`config.mk`:
```
export PLATFORM = sky130hd
export DESIGN_NAME = ppm_port_block
export DESIGN_NICKNAME = d
export VERILOG_FILES = /design/src/logic/ppm_port_block.v
export VERILOG_INCLUDE_DIRS = /design/src /design/src/shared
export SDC_FILE = /design/constraint.sdc
export NUM_CORES = 1
export LEC_CHECK = 0
export BUFFER_PORTS_ARGS = -buffer_cell sky130_fd_sc_hd__buf_2
export CELL_PAD_IN_SITES_DETAIL_PLACEMENT = 0
export CELL_PAD_IN_SITES_GLOBAL_PLACEMENT = 1
export CORE_UTILIZATION = 40
export DETAILED_ROUTE_END_ITERATION = 7
export PLACE_DENSITY_LB_ADDON = 0.15
export SLEW_MARGIN = 20
export SYNTH_ARGS = -nofsm -noshare
export SYNTH_HDL_FRONTEND = slang
export SYNTH_SLANG_ARGS = --single-unit
```
`constraint.sdc`:
```
create_clock -name clk_sys -period 2.8 [get_ports clk_sys]
set_input_delay 0.84 -clock clk_sys [delete_from_list [all_inputs] [get_ports clk_sys]]
set_output_delay 0.84 -clock clk_sys [all_outputs]
set_load 0.005 [all_outputs]
```
`src/shared/ppm_regs.vh`:
```
// Register offsets, field limits, mode codes and reset values of the port block.
// Included by the port logic; holds definitions only.
`ifndef PPM_REGS_VH
`define PPM_REGS_VH

// ------------------------------------------------------------
// Register addresses
// ------------------------------------------------------------
`define PPM_PORT_A_VALUE        16'h1000
`define PPM_PORT_A_DIRECTION    16'h1001
`define PPM_LOW_ADDR_VALUE      16'h1002
`define PPM_LOW_ADDR_DIRECTION  16'h1003
`define PPM_HIGH_ADDR_VALUE     16'h1004
`define PPM_HIGH_ADDR_DIRECTION 16'h1005
`define PPM_DATA_BUS_VALUE      16'h1006
`define PPM_DATA_BUS_DIRECTION  16'h1007
`define PPM_SERIAL_VALUE        16'h1008
`define PPM_SERIAL_DIRECTION    16'h1009
`define PPM_INPUT_PORT_VALUE    16'h100A
`define PPM_PORT_G_VALUE        16'h1040
`define PPM_PORT_G_DIRECTION    16'h1041

// ------------------------------------------------------------
// Fields and reset values
// ------------------------------------------------------------
`define PPM_SERIAL_MASK         8'h3F
`define PPM_REG_RESET           8'h00
`define PPM_UNMAPPED_READ       8'h00
`define PPM_EXTERNAL_SELECT_STROBE_BIT            6
`define PPM_RW_BIT              7

// ------------------------------------------------------------
// Operating modes
// ------------------------------------------------------------
`define PPM_MODE_SINGLE         2'h0
`define PPM_MODE_EXPANDED       2'h1
`define PPM_MODE_BOOT           2'h2
`define PPM_MODE_TEST           2'h3

// ------------------------------------------------------------
// Memory map
// ------------------------------------------------------------
`define PPM_EXT_LOW             16'h4000
`define PPM_EXT_HIGH            16'h7FFF
`define PPM_BOOT_LOW            16'hBF00
`define PPM_BOOT_HIGH           16'hBFFF

`endif

```
`src/logic/ppm_port_block.v`:
```
// Parallel I/O ports with pin multiplexing and the mode-dependent external bus.
// Assumes one 40 MHz clock, pins outside that domain, and a CPU access port
// on the same clock that presents one access per cycle.
//
// Functional notes
// - Fifty-four I/O lines exist: ports A, B, C, E, F, G of eight bits and port D of six.
// - Outside alternate functions and the bus modes, each line of the bidirectional ports takes its direction from its bit of the port direction register.
// - The input-only port never drives and its value register reads the current pin levels.
// - Ports B, F, C and G6, G7 are general I/O only in single-chip and bootstrap modes.
// - In expanded and test modes B carries A8-A15, F carries A0-A7, C carries D0-D7, G6 the select and G7 read/write.
// - Port A serves captures, compares and the pulse accumulator input, and compare one may drive pins 3 to 7.
// - Port D pins 0 to 5 serve serial receive, transmit and the SPI lines in every mode when selected.
// - Single-chip mode makes no external bus addresses and all accesses stay internal.
// - Expanded mode sends accesses in 4000 to 7FFF hex to the external bus pins.
// - Bootstrap mode places the boot ROM at BF00 to BFFF hex and otherwise decodes as single-chip.
// - Test mode decodes as expanded mode but sends vector fetches to external memory.
// - Data registers sit at even offsets with direction at the next odd one, ports A, F, B, C, D at 1000 to 1009 hex.
// - Port D implements bits 0 to 5 only and bits 7 and 6 read as zero.
// - The active-low external select asserts only for an off-chip access in expanded and test modes.
// - Read/write shows the direction of each external data transfer and external devices honour it.
`timescale 1ns/1ps
`include "ppm_regs.vh"

module ppm_port_block (
    // Clock and reset
    input  wire        clk_sys,
    input  wire        rst_n,
    // Mode strap, two flops before use
    input  wire [1:0]  mode_sel,
    // Register port
    input  wire [15:0] reg_addr,
    input  wire [7:0]  reg_wdata,
    input  wire        reg_write,
    input  wire        reg_read,
    output reg  [7:0]  reg_rdata,
    // CPU memory access
    input  wire        cpu_valid,
    input  wire        cpu_write,
    input  wire        cpu_vector,
    input  wire [15:0] cpu_addr,
    input  wire [7:0]  cpu_wdata,
    output wire        cpu_external,
    output wire        cpu_boot_rom,
    output reg  [7:0]  cpu_ext_rdata,
    // Timer alternate functions on port A
    input  wire [7:0]  tim_a_sel,
    input  wire [7:0]  tim_a_out,
    input  wire [7:3]  compare_one_mask,
    input  wire [7:3]  compare_one_data,
    output wire [7:0]  tim_a_in,
    // Serial and SPI alternate functions on port D
    input  wire [5:0]  ser_d_sel,
    input  wire [5:0]  ser_d_oe,
    input  wire [5:0]  ser_d_out,
    output wire [5:0]  ser_d_in,
    // Port pins
    input  wire [7:0]  pa_in,
    output reg  [7:0]  pa_out,
    output reg  [7:0]  pa_oe,
    input  wire [7:0]  pb_in,
    output reg  [7:0]  pb_out,
    output reg  [7:0]  pb_oe,
    input  wire [7:0]  pc_in,
    output reg  [7:0]  pc_out,
    output reg  [7:0]  pc_oe,
    input  wire [5:0]  pd_in,
    output reg  [5:0]  pd_out,
    output reg  [5:0]  pd_oe,
    input  wire [7:0]  pe_in,
    input  wire [7:0]  pf_in,
    output reg  [7:0]  pf_out,
    output reg  [7:0]  pf_oe,
    input  wire [7:0]  pg_in,
    output reg  [7:0]  pg_out,
    output reg  [7:0]  pg_oe
);

    // ------------------------------------------------------------
    // Functions
    // ------------------------------------------------------------
    function bus_mode;
        input [1:0] m;
        begin
            bus_mode = (m == `PPM_MODE_EXPANDED) || (m == `PPM_MODE_TEST);
        end
    endfunction

    function pin_read;
        input dir;
        input val;
        input pin;
        begin
            pin_read = dir ? val : pin;
        end
    endfunction

    function [7:0] port_read;
        input [7:0] dir;
        input [7:0] val;
        input [7:0] pin;
        begin
            port_read = (dir & val) | (~dir & pin);
        end
    endfunction

    function in_window;
        input [15:0] addr;
        input [15:0] low;
        input [15:0] high;
        begin
            in_window = (addr >= low) && (addr <= high);
        end
    endfunction

    // ------------------------------------------------------------
    // Pin and strap synchronisers
    // ------------------------------------------------------------
    reg [53:0] pins_meta_q;
    reg [53:0] pins_q;
    reg [1:0]  mode_meta_q;
    reg [1:0]  mode_q;
    wire [53:0] pins_raw = {pg_in, pf_in, pe_in, pd_in, pc_in, pb_in, pa_in};

    // Pins carry no reset: they only follow the outside world
    always @(posedge clk_sys) begin
        pins_meta_q <= pins_raw;
        pins_q      <= pins_meta_q;
    end

    // Strap held at single-chip in reset so no bus cycle starts early
    always @(posedge clk_sys) begin
        mode_meta_q <= mode_sel;
        if (!rst_n) begin
            mode_q <= `PPM_MODE_SINGLE;
        end else begin
            mode_q <= mode_meta_q;
        end
    end

    wire [7:0] pa_s = pins_q[7:0];
    wire [7:0] pb_s = pins_q[15:8];
    wire [7:0] pc_s = pins_q[23:16];
    wire [5:0] pd_s = pins_q[29:24];
    wire [7:0] pe_s = pins_q[37:30];
    wire [7:0] pf_s = pins_q[45:38];
    wire [7:0] pg_s = pins_q[53:46];
    wire       bus_on = bus_mode(mode_q);
    wire       boot_on = (mode_q == `PPM_MODE_BOOT);
    wire       test_on = (mode_q == `PPM_MODE_TEST);

    // Alternate inputs see synchronised pin levels
    assign tim_a_in = pa_s;
    assign ser_d_in = pd_s;

    // ------------------------------------------------------------
    // Port registers
    // ------------------------------------------------------------
    reg [7:0] a_val_q;
    reg [7:0] a_dir_q;
    reg [7:0] f_val_q;
    reg [7:0] f_dir_q;
    reg [7:0] b_val_q;
    reg [7:0] b_dir_q;
    reg [7:0] c_val_q;
    reg [7:0] c_dir_q;
    reg [5:0] d_val_q;
    reg [5:0] d_dir_q;
    reg [7:0] g_val_q;
    reg [7:0] g_dir_q;

    always @(posedge clk_sys) begin
        if (!rst_n) begin
            a_val_q <= `PPM_REG_RESET;
            a_dir_q <= `PPM_REG_RESET;
            f_val_q <= `PPM_REG_RESET;
            f_dir_q <= `PPM_REG_RESET;
            b_val_q <= `PPM_REG_RESET;
            b_dir_q <= `PPM_REG_RESET;
            c_val_q <= `PPM_REG_RESET;
            c_dir_q <= `PPM_REG_RESET;
            d_val_q <= 6'h00;
            d_dir_q <= 6'h00;
        end else if (reg_write) begin
            case (reg_addr)
                `PPM_PORT_A_VALUE:        a_val_q <= reg_wdata;
                `PPM_PORT_A_DIRECTION:    a_dir_q <= reg_wdata;
                `PPM_LOW_ADDR_VALUE:      f_val_q <= reg_wdata;
                `PPM_LOW_ADDR_DIRECTION:  f_dir_q <= reg_wdata;
                `PPM_HIGH_ADDR_VALUE:     b_val_q <= reg_wdata;
                `PPM_HIGH_ADDR_DIRECTION: b_dir_q <= reg_wdata;
                `PPM_DATA_BUS_VALUE:      c_val_q <= reg_wdata;
                `PPM_DATA_BUS_DIRECTION:  c_dir_q <= reg_wdata;
                `PPM_SERIAL_VALUE:        d_val_q <= reg_wdata[5:0];
                `PPM_SERIAL_DIRECTION:    d_dir_q <= reg_wdata[5:0];
                default: begin
                end
            endcase
        end
    end

    // ------------------------------------------------------------
    // Port G registers; bits 7 and 6 yield to the bus in bus modes
    // ------------------------------------------------------------
    always @(posedge clk_sys) begin
        if (!rst_n) begin
            g_val_q <= `PPM_REG_RESET;
            g_dir_q <= `PPM_REG_RESET;
        end else if (reg_write) begin
            case (reg_addr)
                `PPM_PORT_G_VALUE:     g_val_q <= reg_wdata;
                `PPM_PORT_G_DIRECTION: g_dir_q <= reg_wdata;
                default: begin
                end
            endcase
        end
    end

    // ------------------------------------------------------------
    // Register read, one cycle after the strobe
    // ------------------------------------------------------------
    reg [7:0] rd_d;

    always @* begin
        case (reg_addr)
            `PPM_PORT_A_VALUE:        rd_d = port_read(a_dir_q, a_val_q, pa_s);
            `PPM_PORT_A_DIRECTION:    rd_d = a_dir_q;
            `PPM_LOW_ADDR_VALUE:      rd_d = port_read(f_dir_q, f_val_q, pf_s);
            `PPM_LOW_ADDR_DIRECTION:  rd_d = f_dir_q;
            `PPM_HIGH_ADDR_VALUE:     rd_d = port_read(b_dir_q, b_val_q, pb_s);
            `PPM_HIGH_ADDR_DIRECTION: rd_d = b_dir_q;
            `PPM_DATA_BUS_VALUE:      rd_d = port_read(c_dir_q, c_val_q, pc_s);
            `PPM_DATA_BUS_DIRECTION:  rd_d = c_dir_q;
            `PPM_SERIAL_VALUE:        rd_d = port_read({2'h0, d_dir_q}, {2'h0, d_val_q}, {2'h0, pd_s});
            `PPM_SERIAL_DIRECTION:    rd_d = {2'h0, d_dir_q};
            `PPM_INPUT_PORT_VALUE:    rd_d = pe_s;
            `PPM_PORT_G_VALUE:        rd_d = port_read(g_dir_q, g_val_q, pg_s);
            `PPM_PORT_G_DIRECTION:    rd_d = g_dir_q;
            default:                  rd_d = `PPM_UNMAPPED_READ;
        endcase
    end

    always @(posedge clk_sys) begin
        if (!rst_n) begin
            reg_rdata <= 8'h00;
        end else if (reg_read) begin
            reg_rdata <= rd_d;
        end
    end

    // ------------------------------------------------------------
    // Memory map decode
    // ------------------------------------------------------------
    wire in_ext    = in_window(cpu_addr, `PPM_EXT_LOW, `PPM_EXT_HIGH);
    wire in_boot   = in_window(cpu_addr, `PPM_BOOT_LOW, `PPM_BOOT_HIGH);
    wire ext_read  = cpu_external && !cpu_write;
    wire ext_write = cpu_external && cpu_write;

    // Single-chip and boot never reach the pins
    assign cpu_external = cpu_valid && bus_on &&
                          (in_ext || (test_on && cpu_vector));
    assign cpu_boot_rom = cpu_valid && boot_on && in_boot;

    // Read data sampled from the synchronised data pins.
    // Pin flop plus two sync flops: hold an external read four cycles
    always @(posedge clk_sys) begin
        if (!rst_n) begin
            cpu_ext_rdata <= 8'h00;
        end else if (ext_read) begin
            cpu_ext_rdata <= pc_s;
        end
    end

    // ------------------------------------------------------------
    // Pin drivers, registered
    // ------------------------------------------------------------
    reg [7:0] a_out_d;
    reg [7:0] a_oe_d;
    reg [5:0] d_out_d;
    reg [5:0] d_oe_d;
    integer   i;

    always @* begin
        a_out_d = a_val_q;
        a_oe_d  = a_dir_q;
        for (i = 0; i < 8; i = i + 1) begin
            if (tim_a_sel[i]) begin
                a_out_d[i] = tim_a_out[i];
                a_oe_d[i]  = (i >= 3) && (i <= 6);
            end
        end
        // Compare one overrides the other sources on 3..7
        for (i = 3; i < 8; i = i + 1) begin
            if (compare_one_mask[i]) begin
                a_out_d[i] = compare_one_data[i];
                a_oe_d[i]  = 1'b1;
            end
        end
        // Serial and SPI take a pin from the port register when selected
        d_out_d = (ser_d_sel & ser_d_out) | (~ser_d_sel & d_val_q);
        d_oe_d  = (ser_d_sel & ser_d_oe) | (~ser_d_sel & d_dir_q);
    end

    // ------------------------------------------------------------
    // Bus-capable ports: address, data and strobes in bus modes
    // ------------------------------------------------------------
    reg [7:0] b_out_d;
    reg [7:0] b_oe_d;
    reg [7:0] f_out_d;
    reg [7:0] f_oe_d;
    reg [7:0] c_out_d;
    reg [7:0] c_oe_d;
    reg [7:0] g_out_d;
    reg [7:0] g_oe_d;

    always @* begin
        if (bus_on) begin
            // Address pins always driven, port registers ignored
            b_out_d = cpu_addr[15:8];
            b_oe_d  = 8'hFF;
            f_out_d = cpu_addr[7:0];
            f_oe_d  = 8'hFF;
            // Data pins driven only for an external write
            c_out_d = cpu_wdata;
            c_oe_d  = {8{ext_write}};
            // Select and read/write rest high between external cycles
            g_out_d = {!ext_write, !cpu_external, g_val_q[5:0]};
            g_oe_d  = {2'h3, g_dir_q[5:0]};
        end else begin
            b_out_d = b_val_q;
            b_oe_d  = b_dir_q;
            f_out_d = f_val_q;
            f_oe_d  = f_dir_q;
            c_out_d = c_val_q;
            c_oe_d  = c_dir_q;
            g_out_d = g_val_q;
            g_oe_d  = g_dir_q;
        end
    end

    always @(posedge clk_sys) begin
        if (!rst_n) begin
            pa_out <= 8'h00;
            pa_oe  <= 8'h00;
            pb_out <= 8'h00;
            pb_oe  <= 8'h00;
            pc_out <= 8'h00;
            pc_oe  <= 8'h00;
            pd_out <= 6'h00;
            pd_oe  <= 6'h00;
            pf_out <= 8'h00;
            pf_oe  <= 8'h00;
            pg_out <= 8'h00;
            pg_oe  <= 8'h00;
        end else begin
            pa_out <= a_out_d;
            pa_oe  <= a_oe_d;
            pb_out <= b_out_d;
            pb_oe  <= b_oe_d;
            pc_out <= c_out_d;
            pc_oe  <= c_oe_d;
            pd_out <= d_out_d;
            pd_oe  <= d_oe_d;
            pf_out <= f_out_d;
            pf_oe  <= f_oe_d;
            pg_out <= g_out_d;
            pg_oe  <= g_oe_d;
        end
    end

endmodule

```
# == After elaboration in Yosys (flattened, before gate mapping) ==
# Cells that the tools add are included.
# totals
inputBits,155
reg_bits,312
output_inout_bits,124
wordCells,146
# classes
bitwise_logic,32
eq_ne,16
n_mux,32
reduce_logical,29
n_lt_le_gt_ge,4
# op_table
op,count
equality test 16 x 13 -> 1 bit (second input constant),13
one-hot mux 8 bit (13 select lines),1
AND 8 bit,10
two-way mux 8 bit,8
NOT 8 bit,5
OR 8 bit,5
AND 6 bit,5
AND reduction 2 bit,12
two-way mux 1 bit,23
greater-or-equal comparator 16 x 15 -> 1 bit (second input constant),1
greater-or-equal comparator 16 bit (second input constant),1
<= comparator 16 x 15 -> 1 bit (second input constant),1
<= comparator 16 bit (second input constant),1
OR 6 bit,2
logical AND 1 bit,9
AND 8 x 6 -> 8 bit,1
NOT 6 -> 8 bit,1
OR 6 x 8 -> 8 bit,1
NOT 6 bit,1
OR reduction 2 bit,3
equality test 2 bit (second input constant),2
logical NOT 1 bit,3
equality test 2 x 1 -> 1 bit (second input constant),1
logical OR 1 bit,2
NOT 1 bit,1

# == Longest topological paths before layout ==
# depth
depth_word,7
mapped_depth,8
mapped_depth_nobuf,6

# == Worst setup path after synthesis ==
# No wires, ideal clock.
# synth_timing
kind,input -> register
from,input reg_addr[9]
to,register g_dir_q[0]
t_required_ns,2.684
setup_ns,0.116
cell_stages,5
setup_slack_ns,0.320
arrival_ns,2.364
n_path_buf,1
path_cell_list,or4_1 > buf_6 > nor4_4 > mux2i_1 > nor2b_1
# synth_via
elab_chain_cells,2
# synth_lines
item,line,rtl
from (decl),ppm_port_block.v:31,"input wire [15:0] reg_addr,"
equality test 16 x 13 -> 1 bit,ppm_port_block.v:209,case (reg_addr)
AND reduction 2 bit (no source line),--,
to (signal assigned),ppm_port_block.v:207,g_dir_q <= `PPM_REG_RESET;
to (signal assigned),ppm_port_block.v:211,`PPM_PORT_G_DIRECTION: g_dir_q <= reg_wdata;
to (decl),ppm_port_block.v:169,reg [7:0] g_dir_q;
# No other way between the ends.
# A chain may end at the register's enable or synchronous reset.

# == Worst setup path after layout ==
# layout_timing
from,input reg_addr[9]
to,register c_val_q[3]
# layout_via
elab_chain_cells,2
# layout_lines
item,line,rtl
equality test 16 x 13 -> 1 bit,ppm_port_block.v:184,case (reg_addr)
AND reduction 2 bit (no source line),--,
to (signal assigned),ppm_port_block.v:179,c_val_q <= `PPM_REG_RESET;
to (signal assigned),ppm_port_block.v:191,`PPM_DATA_BUS_VALUE: c_val_q <= reg_wdata;
to (decl),ppm_port_block.v:164,reg [7:0] c_val_q;
# No other way between the ends.

==> metrics.cfg <==
[synthesis]
post_synth.cell_area_avg_um2=10.4
synth.net_count=1232
synth-async-reset-ratio_pct=0
yosysUniqueCellTypes=62
synth-seq-cells=312
netlist_area_um2=11200
synth_sequential_area_ratio_pct=55.9
synth.most_common_cell=dfxtp_1
post_synth_main_area_contributors=dfxtp_1, mux2i_1, nand2_1, a21boi_0, nor2b_1
edff_count_synth=0
netlist.area_leader.share_pct=55.9
synth-main-ff-cell=dfxtp_1
postSynthCellCount=1077
synthesis.yosys.warnings=0
post_synth_most_frequent_cells=dfxtp_1, nand2_1, mux2i_1, nor2b_1, a21boi_0
synth.largest_area_cell=dfxtp_1

[finish]
layout-drive-gt1-share_pct=30.8
area_growth_syn_to_layout_pct=28.2
final-instance-count-excl-fill=1776
fin_util_pct=52.7
reg.largest.list=pins_meta_q (54), pins_q (54)
postLayoutCellArea_um2=14300
final.fill_count=2513
fin_nets=1534
seq_area_um2=6250
multi_input_area_um2=4500

[detailed_routing]
viasPerCell=4.94
drc_errors=0
drtIter0Drc=675
wl_met1_um=15300
drtPass1Iterations=6
wl_met3_um=2500
drt.antenna.violating_nets=0
dr.max_layer_used=met5
drt_wl_total_um=33200
met2_length_um=14500
detailroute.via_count=8775
wire_per_inst_um=18.7

[grt]
antenna_violations_before_repair=2
total_grt_usage_pct=22.8
grt_pass1_wl_um=49700
grt_max_degree=53
overflow=0
first_global_vias=8405

[cts]
cts.reportedPaths.clkPinSlew_ps=60
cts.sink_count=312
clock_path_buffers=3
number_of_hold_buffers_added_after_cts=0
clock_insertion_delay_worst_skew_ps=510
cts_made_buffers=34
post_cts_setup_repair_buffer_count=0
cts_tree=yes
clock_tree.htree_level_count=2
cts-root-buf=clkbuf_16
post_cts.resized_instances=0

[place]
gpl.final_weighted_congestion=0.884
place_hpwl_um=24100
post_dp_cell_area_um2=13200
placedCellCount=1715
numPortBuffers=278
place_ws_ps=-63.5

[setup_path]
worst_path_dominant_cell_family=simple AND/OR/NAND/NOR gates
crit_path_end_kind=flop
crit_type=primary input to flop
setup.worst_path.start_class=primary input
crit_arrival_ps=2770
cp_slowest_stage_delay_ps=530
reg2reg_from=b_dir_q[3]
r2r_setup_slack_ps=780
crit_path_max_fanout=8
ff2ff_path_depth=7
timing.critical_path.buf_inv=3
r2r_end=reg_rdata[3]
cpMaxStageDelayCell=or4_1
worst_ep_required_time_ps=3230
critical_path.cell_chain=buf_2 -> or4_1 -> buf_4 -> buf_12 -> nor4_4 -> nand2_4 -> nor2_4 -> nand2_1 -> a21boi_0

[min_path]
hold-path-cell-count=0
holdCritStartpoint=pins_meta_q[16]
class_of_the_tightest_hold_or_removal_check=flop to flop
worstHoldEndpoint=pins_q[16]

[pwr]
cellLeakagePower_nw=5.91
power.density_cell_area_nw_per_um2=666
max-vdd-ir-drop_mv=0.506

[status]
run_status=complete, no violations

[timing]
worst_clock_skew_ps=14.5
fin_crit_ps=2340
hold_viol_final=0
worst_slew_pin_slew_ps=784
max_clock_freq_mhz=427
fin_crit_sh_pct=83.6
relative_slew_slack_pct=47.7
final_max_slew_viol_count=0
fin_ws_ps=461
rsz0062_at_grt=no
setup-violations-final=0

[floorplanning]
dieWidth_um=169
floorplan.io_pins=279
start_util_pct=41.1
floorplan.die.height_um=169
die_area_um2=28600
core_area_um2=27200
rows=60

[job]
max_cap_violations=0

layout by cell type (no fill, tap or decap), drive strengths merged, types with 17 or more instances in the layout:
| cell type | Yosys | routed |
|---|---|---|
| mux2i | 89 | 89 |
| a21oi | 17 | 17 |
| nor2b | 79 | 79 |
| nand2 | 139 | 139 |
| o21a | 29 | 29 |
| buf | 35 | 343 |
| dfxtp | 312 | 312 |
| and2 | 21 | 21 |
| clkbuf | 42 | 54 |
| a21boi | 71 | 71 |
| nor2 | 25 | 25 |
| inv | 17 | 17 |
| o21ai | 30 | 30 |
| nand3 | 46 | 46 |
cell type report:
class	count	area share (%)
inverters	17	0.445
flip-flops and latches	312	43.6
clock buffers	54	7.47
clock inverters	5	0.367
repair buffers	343	13.4
multi-input cells	671	31.4
well taps	372	3.25
diodes	2	0.0349
layer usage:
layer	vias up	global-route usage, %
met1	4063	32.1
met3	59	4.78
met2	336	35.1
met5	-	0
li1	4315	-
met4	2	6.78
cell families after synthesis:
group | share of synthesized area [%]
compound gates | 13.2
buf+inv | 3.88
flops | 55.9
mux | 9.48
simple gates | 17.6
per-stage QoR:
step	hold WS (ps)	TNS [ps]	total power (W)
floorplan	310	0	0.00494
global placement	311	-27.0	0.00522
detailed placement	312	-689	0.00522
CTS	319	0	0.00964
global route	323	0	0.00988
finish	320	0	0.00954
how the worst max path moves through the flow:
stage,from,to,cells past startpoint
6_report,reg_addr[9],c_val_q[3],9
5_1_grt,reg_addr[9],b_dir_q[5],9
4_1_cts,cpu_addr[15],cpu_external,5
3_5_place_dp,reg_addr[9],c_val_q[3],9
3_3_place_gp,reg_addr[9],b_dir_q[0],9
2_1_floorplan,reg_addr[9],g_dir_q[0],5
report_power, final:
part	total, W	switching [W]	internal (W)
clock network	0.00442	0.00171	0.00271
registers	0.00460	0.0000362	0.00457
logic	0.000522	0.000286	0.000236
total	0.00954	0.00203	0.00751
No activity file was read; power rests on OpenSTA's default activity.
